$ cat src/hw/wdr_pkg.sv
// Constants shared by the watchdog and reset-source block.
// Assumes one 200 MHz system clock and a free-running 10 kHz RC oscillator input.
package wdr_pkg;

    // ************************************************************
    // Clocks and time
    // ************************************************************
    localparam int unsigned CLK_HZ = 200_000_000;
    localparam int unsigned WDT_OSC_HZ = 10_000;
    // One count per oscillator period, so the time-out in ms is reload / 10.
    localparam int unsigned WDT_COUNTS_PER_MS = WDT_OSC_HZ / 1000;

    // ************************************************************
    // Watchdog counter
    // ************************************************************
    localparam int unsigned WDT_W = 24;
    localparam int unsigned BYTE_W = 8;
    localparam logic [23:0] WDT_NO_REFRESH = 24'h000002;
    localparam logic [23:0] WDT_MIN_RELOAD = 24'h000004;
    localparam logic [23:0] WDT_COUNT_RESET = 24'hFFFFFF;

    // ************************************************************
    // External reset pin
    // ************************************************************
    localparam int unsigned EXT_RST_MIN_CYC = 4;
    // Sampling is asynchronous, so the request is taken one cycle early.
    localparam logic [2:0] EXT_RST_ACCEPT = 3'(EXT_RST_MIN_CYC - 1);

    // ************************************************************
    // System reset sequence
    // ************************************************************
    localparam logic [4:0] SYS_RST_CYCLES = 5'h10;

    // ************************************************************
    // Reset cause register layout
    // ************************************************************
    localparam int unsigned CAUSE_POR_BIT = 7;
    localparam int unsigned CAUSE_WDT_BIT = 5;
    localparam int unsigned CAUSE_EXT_BIT = 4;
    localparam logic [7:0] CAUSE_RESET = 8'h80;

    // ************************************************************
    // Synchroniser
    // ************************************************************
    localparam int unsigned SYNC_W = 4;
    localparam int unsigned SYNC_SUPPLY_LOW = 0;
    localparam int unsigned SYNC_SUPPLY_OK = 1;
    localparam int unsigned SYNC_PIN = 2;
    localparam int unsigned SYNC_OSC = 3;

endpackage : wdr_pkg

$ cat src/hw/wdr_rst_seq.sv
// System reset sequencer: stretches any reset request into a full sequence.
// Assumes the request is a level on the system clock that may last one cycle.
`timescale 1ns/1ps
`default_nettype none

module wdr_rst_seq
(
    // Clock and reset.
    input wire logic clk,
    input wire logic nrst,
    // Reset request and the sequenced system reset.
    input wire logic hold,
    output logic sys_reset_n
);

    typedef struct packed {
        logic [4:0] cnt;
        logic rst_n;
    } wdr_seq_t;

    wdr_seq_t s;
    wdr_seq_t next_s;

    // A request restarts the count, so a short pulse still gets the full length.
    always_comb
    begin
        next_s = s;
        if (hold)
        begin
            next_s.cnt = '0;
            next_s.rst_n = 1'b0;
        end
        else if (s.cnt != wdr_pkg::SYS_RST_CYCLES)
        begin
            next_s.cnt = s.cnt + 5'h01;
            next_s.rst_n = 1'b0;
        end
        else
        begin
            next_s.rst_n = 1'b1;
        end
    end

    // Power-up starts a sequence of its own.
    always_ff @(posedge clk or negedge nrst)
    begin
        if (!nrst)
        begin
            s <= '0;
        end
        else
        begin
            s <= next_s;
        end
    end

    assign sys_reset_n = s.rst_n;

endmodule : wdr_rst_seq
`default_nettype wire

$ cat src/hw/wdr_sync.sv
// Two-flop synchroniser for the asynchronous inputs of the reset block.
// Assumes inputs are slow levels; each bit is handled on its own.
`timescale 1ns/1ps
`default_nettype none

module wdr_sync
(
    // Clock and reset.
    input wire logic clk,
    input wire logic nrst,
    // Raw asynchronous levels and their synchronised copies.
    input wire logic [wdr_pkg::SYNC_W-1:0] async_in,
    output logic [wdr_pkg::SYNC_W-1:0] sync_out
);

    typedef struct packed {
        logic [wdr_pkg::SYNC_W-1:0] stage1;
        logic [wdr_pkg::SYNC_W-1:0] stage2;
    } wdr_sync_t;

    wdr_sync_t s;
    wdr_sync_t next_s;

    // Each bit takes two flops; only the second stage is visible.
    genvar i;
    generate
        for (i = 0; i < wdr_pkg::SYNC_W; i++)
        begin : g_bit
            always_comb
            begin
                next_s.stage1[i] = async_in[i];
                next_s.stage2[i] = s.stage1[i];
            end
        end
    endgenerate

    // Inputs reset low; the pin reset then reads as asserted, the supply as below the power-on level with no drop.
    always_ff @(posedge clk or negedge nrst)
    begin
        if (!nrst)
        begin
            s <= '0;
        end
        else
        begin
            s <= next_s;
        end
    end

    assign sync_out = s.stage2;

endmodule : wdr_sync
`default_nettype wire

$ cat src/hw/wdr_top.sv
// Watchdog timer and system reset sources: supply drop, external pin, watchdog.
// Assumes option bits are static, core commands are one-cycle pulses on clk,
// and supply levels, reset pin and RC oscillator arrive asynchronously.
// Assumes the reload bytes hold still around a load; they are read only
// when the counter loads, so a new value applies from the next load on.
`timescale 1ns/1ps
`default_nettype none

module wdr_top
(
    // Clock and power-on reset.
    input wire logic clk,
    input wire logic nrst,
    // Analog and pin inputs, asynchronous to clk.
    input wire logic supply_low,
    input wire logic supply_above_por,
    input wire logic reset_pin_n,
    input wire logic wdt_osc,
    // Nonvolatile option bits.
    input wire logic timeout_response_select,
    input wire logic watchdog_always_run,
    input wire logic drop_detect_keep_on,
    // Processor core state and commands.
    input wire logic stop_mode,
    input wire logic wdt_cmd,
    input wire logic wdt_off_cmd,
    input wire logic cause_clear,
    // Reload value registers.
    input wire logic [7:0] reload_upper_byte,
    input wire logic [7:0] reload_high_byte,
    input wire logic [7:0] reload_low_byte,
    // Reset and interrupt outputs.
    output logic sys_reset_n,
    output logic wdt_irq,
    // Status outputs.
    output logic [7:0] reset_cause_register,
    output logic wdt_running,
    output logic [23:0] wdt_count
);

    // ************************************************************
    // State
    // ************************************************************
    typedef struct packed {
        logic drop_hold;
        logic [2:0] pin_cnt;
        logic osc_prev;
        logic wdt_on;
        logic wdt_fired;
        logic running;
        logic wdt_rst_pend;
        logic irq;
        logic [23:0] count;
        logic [7:0] cause;
    } wdr_state_t;

    wdr_state_t s;
    wdr_state_t next_s;

    logic [wdr_pkg::SYNC_W-1:0] raw_in;
    logic [wdr_pkg::SYNC_W-1:0] syn;
    logic seq_reset_n;
    logic drop_seen;
    logic supply_ok;
    logic pin_low;
    logic pin_req;
    logic osc_tick;
    logic forced_on;
    logic [23:0] reload;
    logic [23:0] dec_count;
    logic seq_hold;
    logic cmd_reloads;

    // ************************************************************
    // Input synchronisation
    // ************************************************************

    // Every asynchronous level passes two flops before anything reads it.
    assign raw_in[wdr_pkg::SYNC_SUPPLY_LOW] = supply_low;
    assign raw_in[wdr_pkg::SYNC_SUPPLY_OK] = supply_above_por;
    assign raw_in[wdr_pkg::SYNC_PIN] = reset_pin_n;
    assign raw_in[wdr_pkg::SYNC_OSC] = wdt_osc;

    wdr_sync u_sync
    (
        .clk(clk),
        .nrst(nrst),
        .async_in(raw_in),
        .sync_out(syn)
    );

    // ************************************************************
    // Decoded conditions
    // ************************************************************

    // In STOP the detector only looks at the supply when the keep-on bit says so.
    assign drop_seen = syn[wdr_pkg::SYNC_SUPPLY_LOW] & (~stop_mode | drop_detect_keep_on);
    assign supply_ok = syn[wdr_pkg::SYNC_SUPPLY_OK];
    assign pin_low = ~syn[wdr_pkg::SYNC_PIN];
    // The count already holds the previous low samples, so this is the third in a row.
    assign pin_req = pin_low && (s.pin_cnt >= wdr_pkg::EXT_RST_ACCEPT - 3'h1);
    // Rising edge of the synchronised RC oscillator; one step per oscillator period.
    assign osc_tick = syn[wdr_pkg::SYNC_OSC] & ~s.osc_prev;
    // The always-run option is active low: 0 forces the watchdog on.
    assign forced_on = ~watchdog_always_run;
    // Upper, high, low byte order forms the reload value.
    assign reload = {reload_upper_byte, reload_high_byte, reload_low_byte};
    assign dec_count = s.count - 24'h000001;

    // A refused late refresh reloads nothing, so it must not swallow the tick
    // either; otherwise a core issuing the command on every cycle at count two
    // could hold the time-out off forever.
    assign cmd_reloads = wdt_cmd
        && (!s.wdt_on || s.wdt_fired || (s.count > wdr_pkg::WDT_NO_REFRESH));

    // Any active source holds the sequencer; the watchdog request lasts one cycle.
    assign seq_hold = s.drop_hold | pin_req | s.wdt_rst_pend;

    // ************************************************************
    // System reset sequencer
    // ************************************************************
    wdr_rst_seq u_seq
    (
        .clk(clk),
        .nrst(nrst),
        .hold(seq_hold),
        .sys_reset_n(seq_reset_n)
    );

    // ************************************************************
    // Next-state logic
    // ************************************************************

    // Reset sources, cause flags and the watchdog counter in one pass.
    always_comb
    begin
        next_s = s;
        next_s.osc_prev = syn[wdr_pkg::SYNC_OSC];
        next_s.irq = 1'b0;
        next_s.wdt_rst_pend = 1'b0;

        // The drop hold releases only above the higher power-on level, so the
        // hysteresis band can never end the hold early.
        if (drop_seen)
        begin
            next_s.drop_hold = 1'b1;
        end
        else if (s.drop_hold && supply_ok)
        begin
            next_s.drop_hold = 1'b0;
        end

        // Count consecutive low samples of the pin, saturating.
        // Saturation stops a long hold from wrapping back below the accept count.
        if (!pin_low)
        begin
            next_s.pin_cnt = '0;
        end
        else if (s.pin_cnt != wdr_pkg::EXT_RST_ACCEPT)
        begin
            next_s.pin_cnt = s.pin_cnt + 3'h1;
        end

        // Software clear comes first so that a cause arriving in the same
        // cycle still lands in the register.
        if (cause_clear)
        begin
            next_s.cause = '0;
        end
        // Supply drop wins over the pin, the pin over the watchdog; the register then names a single cause.
        if (s.drop_hold)
        begin
            next_s.cause = '0;
            next_s.cause[wdr_pkg::CAUSE_POR_BIT] = 1'b1;
        end
        else if (pin_req)
        begin
            next_s.cause = '0;
            next_s.cause[wdr_pkg::CAUSE_EXT_BIT] = 1'b1;
        end
        else if (s.wdt_rst_pend)
        begin
            next_s.cause = '0;
            next_s.cause[wdr_pkg::CAUSE_WDT_BIT] = 1'b1;
        end

        // During a system reset sequence the watchdog is put back to its
        // start state; the option alone decides if it runs right away.
        if (!seq_reset_n)
        begin
            next_s.wdt_on = forced_on;
            next_s.wdt_fired = 1'b0;
            next_s.count = reload;
        end
        else
        begin
            if (wdt_cmd)
            begin
                if (!s.wdt_on || s.wdt_fired)
                begin
                    // Switch on, or re-arm after an interrupt time-out.
                    next_s.wdt_on = 1'b1;
                    next_s.wdt_fired = 1'b0;
                    next_s.count = reload;
                end
                else if (s.count > wdr_pkg::WDT_NO_REFRESH)
                begin
                    // Refresh is refused once the count is down to two.
                    next_s.count = reload;
                end
            end
            else if (wdt_off_cmd && !forced_on)
            begin
                // Off, running and fired are the states; off simply freezes the count.
                next_s.wdt_on = 1'b0;
            end

            // A reload in this cycle takes precedence over a tick, which
            // costs at most one oscillator period of time-out length.
            // A refused refresh reloads nothing, so its tick still counts.
            if (s.wdt_on && !s.wdt_fired && osc_tick && !cmd_reloads)
            begin
                next_s.count = dec_count;
                if (dec_count == '0)
                begin
                    // Terminal count: fire once and stay fired.
                    next_s.wdt_fired = 1'b1;
                    if (timeout_response_select)
                    begin
                        next_s.wdt_rst_pend = 1'b1;
                    end
                    else
                    begin
                        next_s.irq = 1'b1;
                    end
                end
            end
        end

        // Registered so that the status output comes straight from a flop.
        next_s.running = next_s.wdt_on & ~next_s.wdt_fired;
    end

    // ************************************************************
    // State register
    // ************************************************************

    // Power-on reset: cause reads power-on, watchdog starts from the top.
    always_ff @(posedge clk or negedge nrst)
    begin
        if (!nrst)
        begin
            s.drop_hold <= 1'b0;
            s.pin_cnt <= '0;
            s.osc_prev <= 1'b0;
            s.wdt_on <= 1'b0;
            s.wdt_fired <= 1'b0;
            s.running <= 1'b0;
            s.wdt_rst_pend <= 1'b0;
            s.irq <= 1'b0;
            s.count <= wdr_pkg::WDT_COUNT_RESET;
            s.cause <= wdr_pkg::CAUSE_RESET;
        end
        else
        begin
            s <= next_s;
        end
    end

    // ************************************************************
    // Outputs
    // ************************************************************

    // All outputs come from flops of this block or of the sequencer.
    // The sequencer output is its own flop, so no gate sits on the reset path.
    assign sys_reset_n = seq_reset_n;
    assign wdt_irq = s.irq;
    assign reset_cause_register = s.cause;
    assign wdt_running = s.running;
    assign wdt_count = s.count;

endmodule : wdr_top
`default_nettype wire
$ cat config.mk
export PLATFORM = sky130hd
export DESIGN_NAME = wdr_top
export DESIGN_NICKNAME = d
export VERILOG_FILES = /design/src/hw/wdr_pkg.sv /design/src/hw/wdr_rst_seq.sv /design/src/hw/wdr_sync.sv /design/src/hw/wdr_top.sv
export SDC_FILE = /design/constraint.sdc
export NUM_CORES = 1
export LEC_CHECK = 0
export BUFFER_PORTS_ARGS = -buffer_cell sky130_fd_sc_hd__buf_2
export CAP_MARGIN = 20
export CELL_PAD_IN_SITES_DETAIL_PLACEMENT = 0
export CELL_PAD_IN_SITES_GLOBAL_PLACEMENT = 2
export CORE_MARGIN = 4
export CORE_UTILIZATION = 29
export DETAILED_ROUTE_END_ITERATION = 16
export GPL_ROUTABILITY_DRIVEN = 0
export HOLD_SLACK_MARGIN = 0.1
export PLACE_DENSITY_LB_ADDON = 0.1
export SYNTH_ARGS = -nofsm -noshare
export SYNTH_HDL_FRONTEND = slang
export SYNTH_SLANG_ARGS = --single-unit
$ cat constraint.sdc
create_clock -name clk -period 1.92 [get_ports clk]
set_input_delay 0.384 -clock clk [delete_from_list [all_inputs] [get_ports clk]]
set_output_delay 0.384 -clock clk [all_outputs]
set_load 0.01 [all_outputs]
# Word level (Yosys, flattened, before mapping)
# Index checks and enable logic that the tools add are counted.
[totals]
reg_bits = 56
wordCells = 79
out_inout_bits = 35
[classes]
n_eq_ne = 4
reduce_logical = 18
n_bitwise = 11
mux = 27
magnitude_cmp = 2
addsub = 3
[op_table]
columns = ["cell", "n"]
rows = [
  ["two-way mux 24 bit", 4],
  ["two-way mux 8 bit", 4],
  ["two-way mux 26 bit", 1],
  ["> comparator 24 x 2 -> 1 bit, second input constant", 1],
  ["logical NOT 24 bit", 1],
  ["subtractor 24 x 1 -> 24 bit, second input constant", 1],
  ["two-way mux 1 bit", 10],
  ["two-way mux 2 bit", 4],
  ["logical AND 1 bit", 7],
  ["two-way mux 3 bit", 2],
  ["two-way mux 6 bit", 1],
  ["nonzero test 2 bit", 3],
  ["adder 5 x 1 -> 5 bit, second input constant", 1],
  ["two-way mux 5 bit", 1],
  ["!= test 5 bit, second input constant", 1],
  ["NOT 1 bit", 5],
  ["!= test 4 bit, second input constant", 1],
  ["nonzero test 4 bit", 1],
  ["adder 3 x 1 -> 3 bit, second input constant", 1],
  ["AND 1 bit", 3],
  [">= comparator 3 x 2 -> 1 bit, second input constant", 1],
  ["logical NOT 1 bit", 3],
  ["!= test 3 x 2 -> 1 bit, second input constant", 1],
  ["!= test 3 bit, second input constant", 1],
  ["3 further kinds", 6],
]

# Depth between registers and ports, before layout
# Gate-level depths: netlist of the first run.
[depth]
ltp_word = 10
ltp_mapped = 8
ltp_nobuf = 8

# Cells and area by module
# A second synthesis of the first run with hierarchy kept.
[unflattened]
cells_unflattened = 370
area_unflattened_um2 = 3263.1
[modules_own_cells]
columns = ["module", "cells_each", "n_inst", "seq_area_each_um2", "area_each_um2"]
rows = [
  ["wdr_top", 334, 1, 957.2, 2735.1],
  ["wdr_rst_seq", 28, 1, 150.1, 327.8],
  ["wdr_sync", 8, 1, 200.2, 200.2],
]

# Worst setup path before layout of the first run
# Ideal clock, no wire load.
[synth_timing]
kind = "flip-flop to flip-flop"
startpoint = "register s, in the netlist wdt_count[0]"
endpoint = "register s, in the netlist wdt_running"
setup_time_ps = 120
t_arrival_ps = 1906
stages_incl_launch_ff = 9
synth_period_minus_slack_ps = 2025
path_slack_ps = -105
required_ps = 1800
cell_sequence = "dfstp_2 inv_1 ha_1 clkbuf_1 o21ai_0 a22oi_1 nor4_1 nand4_1 and3_1"
[synth_lines]
columns = ["item", "line", "source"]
rows = [
  ["from (decl)", "wdr_top.sv:57", "wdr_state_t s;"],
  ["from (signal assigned)", "wdr_top.sv:266", "s <= next_s;"],
]

==> flow_summary.yaml, run 1 <==
clock_network:
  clockBufferDepth: 2
  clkTransAtPathRegs_ps: 100
  htree_levels: 2
  cts_tree: "built"
  clk_latency_ps: 310
  cts.sinks: 51
  cts_root_buf: "clkbuf_8"
  numCtsBuffers: 5
logic_synthesis:
  synth_cell_types: 45
  synth_compound_area_share_pct: 10.4
  synth_area_leaders: "dfstp_2, dfrtp_1, buf_4"
  async_flop_share_pct: 100
  synth_xor_area_share_pct: 8.58
  yosys.area_share.adder_pct: 2.96
  synth_area_um2: 2960
  synth.top_cell.area_share_pct: 22.2
  postSynthCellCount: 319
  syn_avg_cell_area_um2: 9.28
  synth_edf_count: 0
  yosys.area.top_type: "dfstp_2"
  yosysWarnings: 0
  synth-simple-area-share_pct: 21.6
  ys.flop_type: "dfrtp_1"
  muxShareOfSynthArea_pct: 0.677
  ys_seq_elements: 51
  yosysSeqAreaShare_pct: 44.2
  synth_top_family_by_area: "simple AND/OR/NAND/NOR gates"
sta:
  rsz0062_at_grt: "true"
  fmax_mhz: 513
  period_needed_ps: 1950
  finalSetupViolations: 3
  slew_violations: 0
  fin_ws_ps: -27.7
  period_share_pct: 101
  tns_ps: -60.4
  clock_skew_ps: 8.29
  hold_viol: 0
global_routing:
  overflow: 0
  grt_max_degree: 52
  grt_pass1_wl_um: 12400
  antenna_found_initial: 0
  grtUsageTotal_pct: 13.4
  grt_pass1_vias: 2425
floorplanning:
  start_util_pct: 30.0
  io_pins: 72
  die_h_um: 109
  core_area_um2: 9860
  num_rows: 36
  die_area_um2: 11900
  die_w_um: 109
power:
  power_density_nw_per_um2: 625
  power_leakage_uw: 0.00175
  vdd_drop_max_mv: 0.397
  p_total_uw: 2460
setup_path:
  worst-setup-path-type: "flip-flop to flip-flop"
  ff2ff_path_depth: 9
  end_kind: "flip-flop"
  worst-endpoint-required_ps: 2170
  path_max_fanout: 4
  cp.arrival_ps: 2200
  cp-start-kind: "flip-flop"
route:
  route.detailed.drc: 0
  avgViaCountPerCell: 4.44
  dr.pass1.iters: 4
  wl_um: 7810
  wire_per_inst_um: 14.2
  wl_met1_um: 3720
  vias: 2440
  ant_nets: 0
  wl_met2_um: 3740
  top_layer: "met4"
  drtIter0Drc: 101
  met3_length_um: 287
flow_run:
  maxCapViolations: 0
final_layout:
  drive_gt1_share_pct: 46.0
  diodes: 0
  area_growth_pct: 32.9
  final_core_util_pct: 39.9
  fin_nets: 460
hold_path:
  hold_depth: 1
  hold_path.class: "input port to flip-flop"
status:
  status: "finished, violations left"
  violations: "negative setup slack"
placed_design:
  port-buffer-count: 66
  hpwlAfterDp_um: 5920
  place_ws_ps: -142
area by class of cell:
cell class | count | area, µm²
multi-input combinational | 217 | 1470
sequential | 51 | 1310
fill | 1036 | 5930
inverter | 12 | 47.5
clock inverter | 3 | 47.5
timing repair buffer | 129 | 826
clock buffer | 5 | 68.8
tap | 133 | 166
worst max-delay path, cell delays in order, from the launching register on:
cell      delay, ps
dfstp_2         590
inv_4            60
ha_4            180
nor3_4          120
nand3b_1         90
a211o_1         250
a22oi_1         170
nand4_1         170
buf_4           180
nor2_2           70
registers in the layout, summed over array words and instances, names as in the netlist:
name	cells
s	8
u_seq.sys_reset_n	1
wdt_count	24
u_sync.next_s	4
reset_cause_register	3
u_seq.s	5
wdt_irq	1
wdt_running	1
u_sync.sync_out	4
cells in the final DEF, fill, tap and decap left out, drive strengths merged, types with 6 or more instances in the layout:
master / count
a21oi: 7
buf: 128
dfrtp: 26
dfstp: 25
ha: 7
inv: 13
nand2: 36
nand2b: 6
nand3: 7
nand3b: 6
nor2: 29
nor3: 10
nor4: 10
o21ai: 31
xnor2: 19
xor2: 10
repair_timing:
action | 4_1_cts | 5_1_grt
endpoints found under the hold margin | 26 | 0
hold buffers | 1 | 0
setup endpoints to repair | 8 | 28
pin swaps | 5 | 11
buffers inserted | 2 | 2
gates resized for setup | 10 | 26
layer usage:
metal  vias up  GRT usage (%)
met2        50           22.1
met5         -              0
met3         5           2.43
met4         0           3.52
li1       1236              -
met1      1149           18.1
cells in the mapped netlist, drive strengths merged, types with 2 or more instances:
cell type,count
nand2b,6
or3,3
nor4,10
o22ai,2
o21ai,31
dfstp,25
nand3b,6
nand2,36
clkbuf,6
ha,7
nand4,5
nor2,29
nor4bb,3
xor2,10
mux2i,2
nand3,7
or2,2
a22oi,2
buf,37
inv,12
a21oi,7
dfrtp,26
a21o,3
nor3,10
xnor2,19
worst paths after layout:
check	from	to	slack (ps)
setup / recovery	wdt_count[1]	wdt_irq	-30
hold / removal	supply_above_por	u_sync.next_s[1]	180
setup reg to reg	wdt_count[1]	wdt_irq	-30
hold reg to reg	u_sync.next_s[2]	u_sync.sync_out[2]	360
max in group asynchronous	nrst	wdt_count[8]	1030
min in group asynchronous	nrst	u_seq.s[4]	570
power breakdown:
part | leakage, µW | internal (µW) | switching, µW
registers | 0.000594 | 1170 | 58.7
clock network | 0.0000587 | 396 | 399
logic | 0.00110 | 213 | 226
per-stage QoR:
stage,hold slack [ps],instance area (µm²),instances
after floorplan,88.4,2980,323
after global placement,332,3630,537
after detailed placement,336,3630,537
after CTS,163,3830,548
after global routing,151,3930,550
final,176,3930,550
kinds of logic after synthesis:
kind of cell,after synthesis
compound gates,53
xor+xnor,29
fa+ha+maj,7
buf+inv,55
flops,51
mux,2
other cells,1
simple gates,121
(Power assumes the default switching activity.)
==> inputs of run 2 (changes only) <==
BUFFER_PORTS_ARGS = default   (was -buffer_cell sky130_fd_sc_hd__buf_2)
CORE_UTILIZATION = 34   (was 29)
DONT_BUFFER_PORTS = 1   (was default)
==> run 2 against run 1 <==
The flow still finishes with violations (negative setup slack); hold slack worse by 57 ps; critical endpoint unchanged; setup slack got worse by 86 ps; core utilization rose by 5.9 points; flip-flop and latch count unchanged.
==> flow_summary.yaml, run 2 (synthesis results as in run 1) <==
final_layout:
  diodes: 0
  largest_reg_flops: 24
  area_growth_pct: 29.0
  multi_input_area_um2: 1550
  n_fill_cell: 821
  seq_area_um2: 1310
  final_area_um2: 3820
  drive_gt1_share_pct: 39.0
  layout.cells.most_common_list: "buf_4, nand2_1, nor2_1, dfrtp_1, dfstp_2"
  fin_nets: 407
  final_common_cell: "buf_4"
sta:
  slew_violations: 0
  hold_viol: 0
  period_share_pct: 106
  whs_ps: 119
  finalSetupViolations: 4
  period_needed_ps: 2030
  fmax_mhz: 492
  clock_skew_ps: 8.36
  fin_ws_ps: -114
  rsz0062_at_grt: "true"
clock_network:
  clk_latency_ps: 310
  cts.sinks: 51
  clkTransAtPathRegs_ps: 100
  cts_hold_buf: 6
  clockBufferDepth: 2
  numCtsBuffers: 5
  htree_levels: 2
  cts_tree: "built"
  cts_root_buf: "clkbuf_8"
global_routing:
  grt_max_degree: 52
  grt_pass1_vias: 2510
  grt_pass1_wl_um: 12600
  overflow: 0
  grtUsageTotal_pct: 15.6
  antenna_found_initial: 0
setup_path:
  worst-setup-path-type: "flip-flop to flip-flop"
  rr_startpoint: "wdt_count[5]"
  critical_path.max_stage_delay_ps: 430
  cp-start-kind: "flip-flop"
  worstPathCellList: "nor4_4 > nand4_2 > o32a_4 > nor3_4 > nand4_1 > buf_4 > nor2_1"
  path_max_fanout: 3
  worst-endpoint-required_ps: 2170
  critPathSlowestCell: "o32a_4"
  cp.arrival_ps: 2280
  end_kind: "flip-flop"
  worstSetupStartpoint: "wdt_count[5]"
route:
  vias: 2290
  drtIter0Drc: 47
  route.detailed.drc: 0
  wire_per_inst_um: 16.8
  dr.pass1.iters: 4
  ant_nets: 0
  avgViaCountPerCell: 4.88
  wl_um: 7860
power:
  vdd_drop_max_mv: 0.422
  power_leakage_uw: 0.00159
  power_density_nw_per_um2: 646
placed_design:
  port-buffer-count: 0
  hpwlAfterDp_um: 5680
  place_area_um2: 3260
  place_ws_ps: -171
floorplanning:
  start_util_pct: 35.5
  core_area_um2: 8340
  die_area_um2: 10300
  io_pins: 72
  die_h_um: 101
  num_rows: 33
  die_w_um: 101
hold_path:
  hold_path.class: "input port to flip-flop"
  worstHoldStart: "timeout_response_select"
status:
  status: "finished, violations left"
  violations: "negative setup slack"
flow_run:
  maxCapViolations: 0
-- run 2: cell count changes in the layout (fill, tap and decap cells not counted), sizes merged --
| cell | change |
|---|---|
| buf | -58 |
| clkbuf | +2 |
| clkinv | -1 |
| clkinvlp | +1 |
| dlygate4sd3 | +4 |
| inv | -1 |
-- run 2: cell type report --
cell class / count / share of cell area (%)
clock inverter: 2 / 1.02
timing repair buffer: 76 / 17.3
tap: 105 / 3.44
inverter: 12 / 1.28
sequential: 51 / 34.2
clock buffer: 6 / 2.16
multi-input combinational: 217 / 40.6
-- run 2: timing repair --
action,in CTS,in global routing
endpoints found under the hold margin,55,1
buffers inserted,3,8
setup endpoints to repair,9,28
pin swaps,11,12
resized for setup,15,41
cloned,0,1
-- run 2: where the power goes --
group          switching (µW)  total, µW  leakage (µW)  internal, µW
Sequential               56.6       1220      0.000594          1160
Combinational             227        417      0.000932           191
Clock                     397        827     0.0000618           430
Total                     680       2470       0.00159          1790
-- run 2: path summary, 6_finish.rpt --
kind	endpoint	slack, ps	depth (start not counted)
max	wdt_irq	-110	7
min	wdt_irq	120	1
max reg2reg	wdt_irq	-110	7
min reg2reg	u_sync.sync_out[3]	360	0
max in group asynchronous	wdt_count[14]	1050	2
min in group asynchronous	s[33]	580	2
-- run 2: stage by stage --
step / std cells / power (µW) / utilization, % / setup TNS [ps]
after floorplan: 323 / 1490 / - / 0
final: 469 / 2470 / 45.8 / -311
after CTS: 460 / 2480 / 42.7 / -270
after global routing: 469 / 2610 / 45.8 / -2890
after detailed placement: 444 / 1580 / 39.1 / -652
after global placement: 444 / 1570 / 39.1 / -415
-- run 2: metal layers --
layer / share of wire [%] / routed length, µm / track usage [%] / vias to the layer above
met4: 1.1 / 86 / 4.09 / 0
li1: - / - / - / 1128
met1: 43 / 3380 / 19.7 / 1106
met5: 0 / 0 / 0 / -
met2: 52 / 4070 / 27.2 / 47
met3: 4.1 / 323 / 3.17 / 9
-- run 2: worst max-delay path, delay by kind of cell (launching register included) --
kind	cells	cell delay (ps)
simple gates	5	960
compound gates	1	430
flops	1	400
buf+inv	1	200
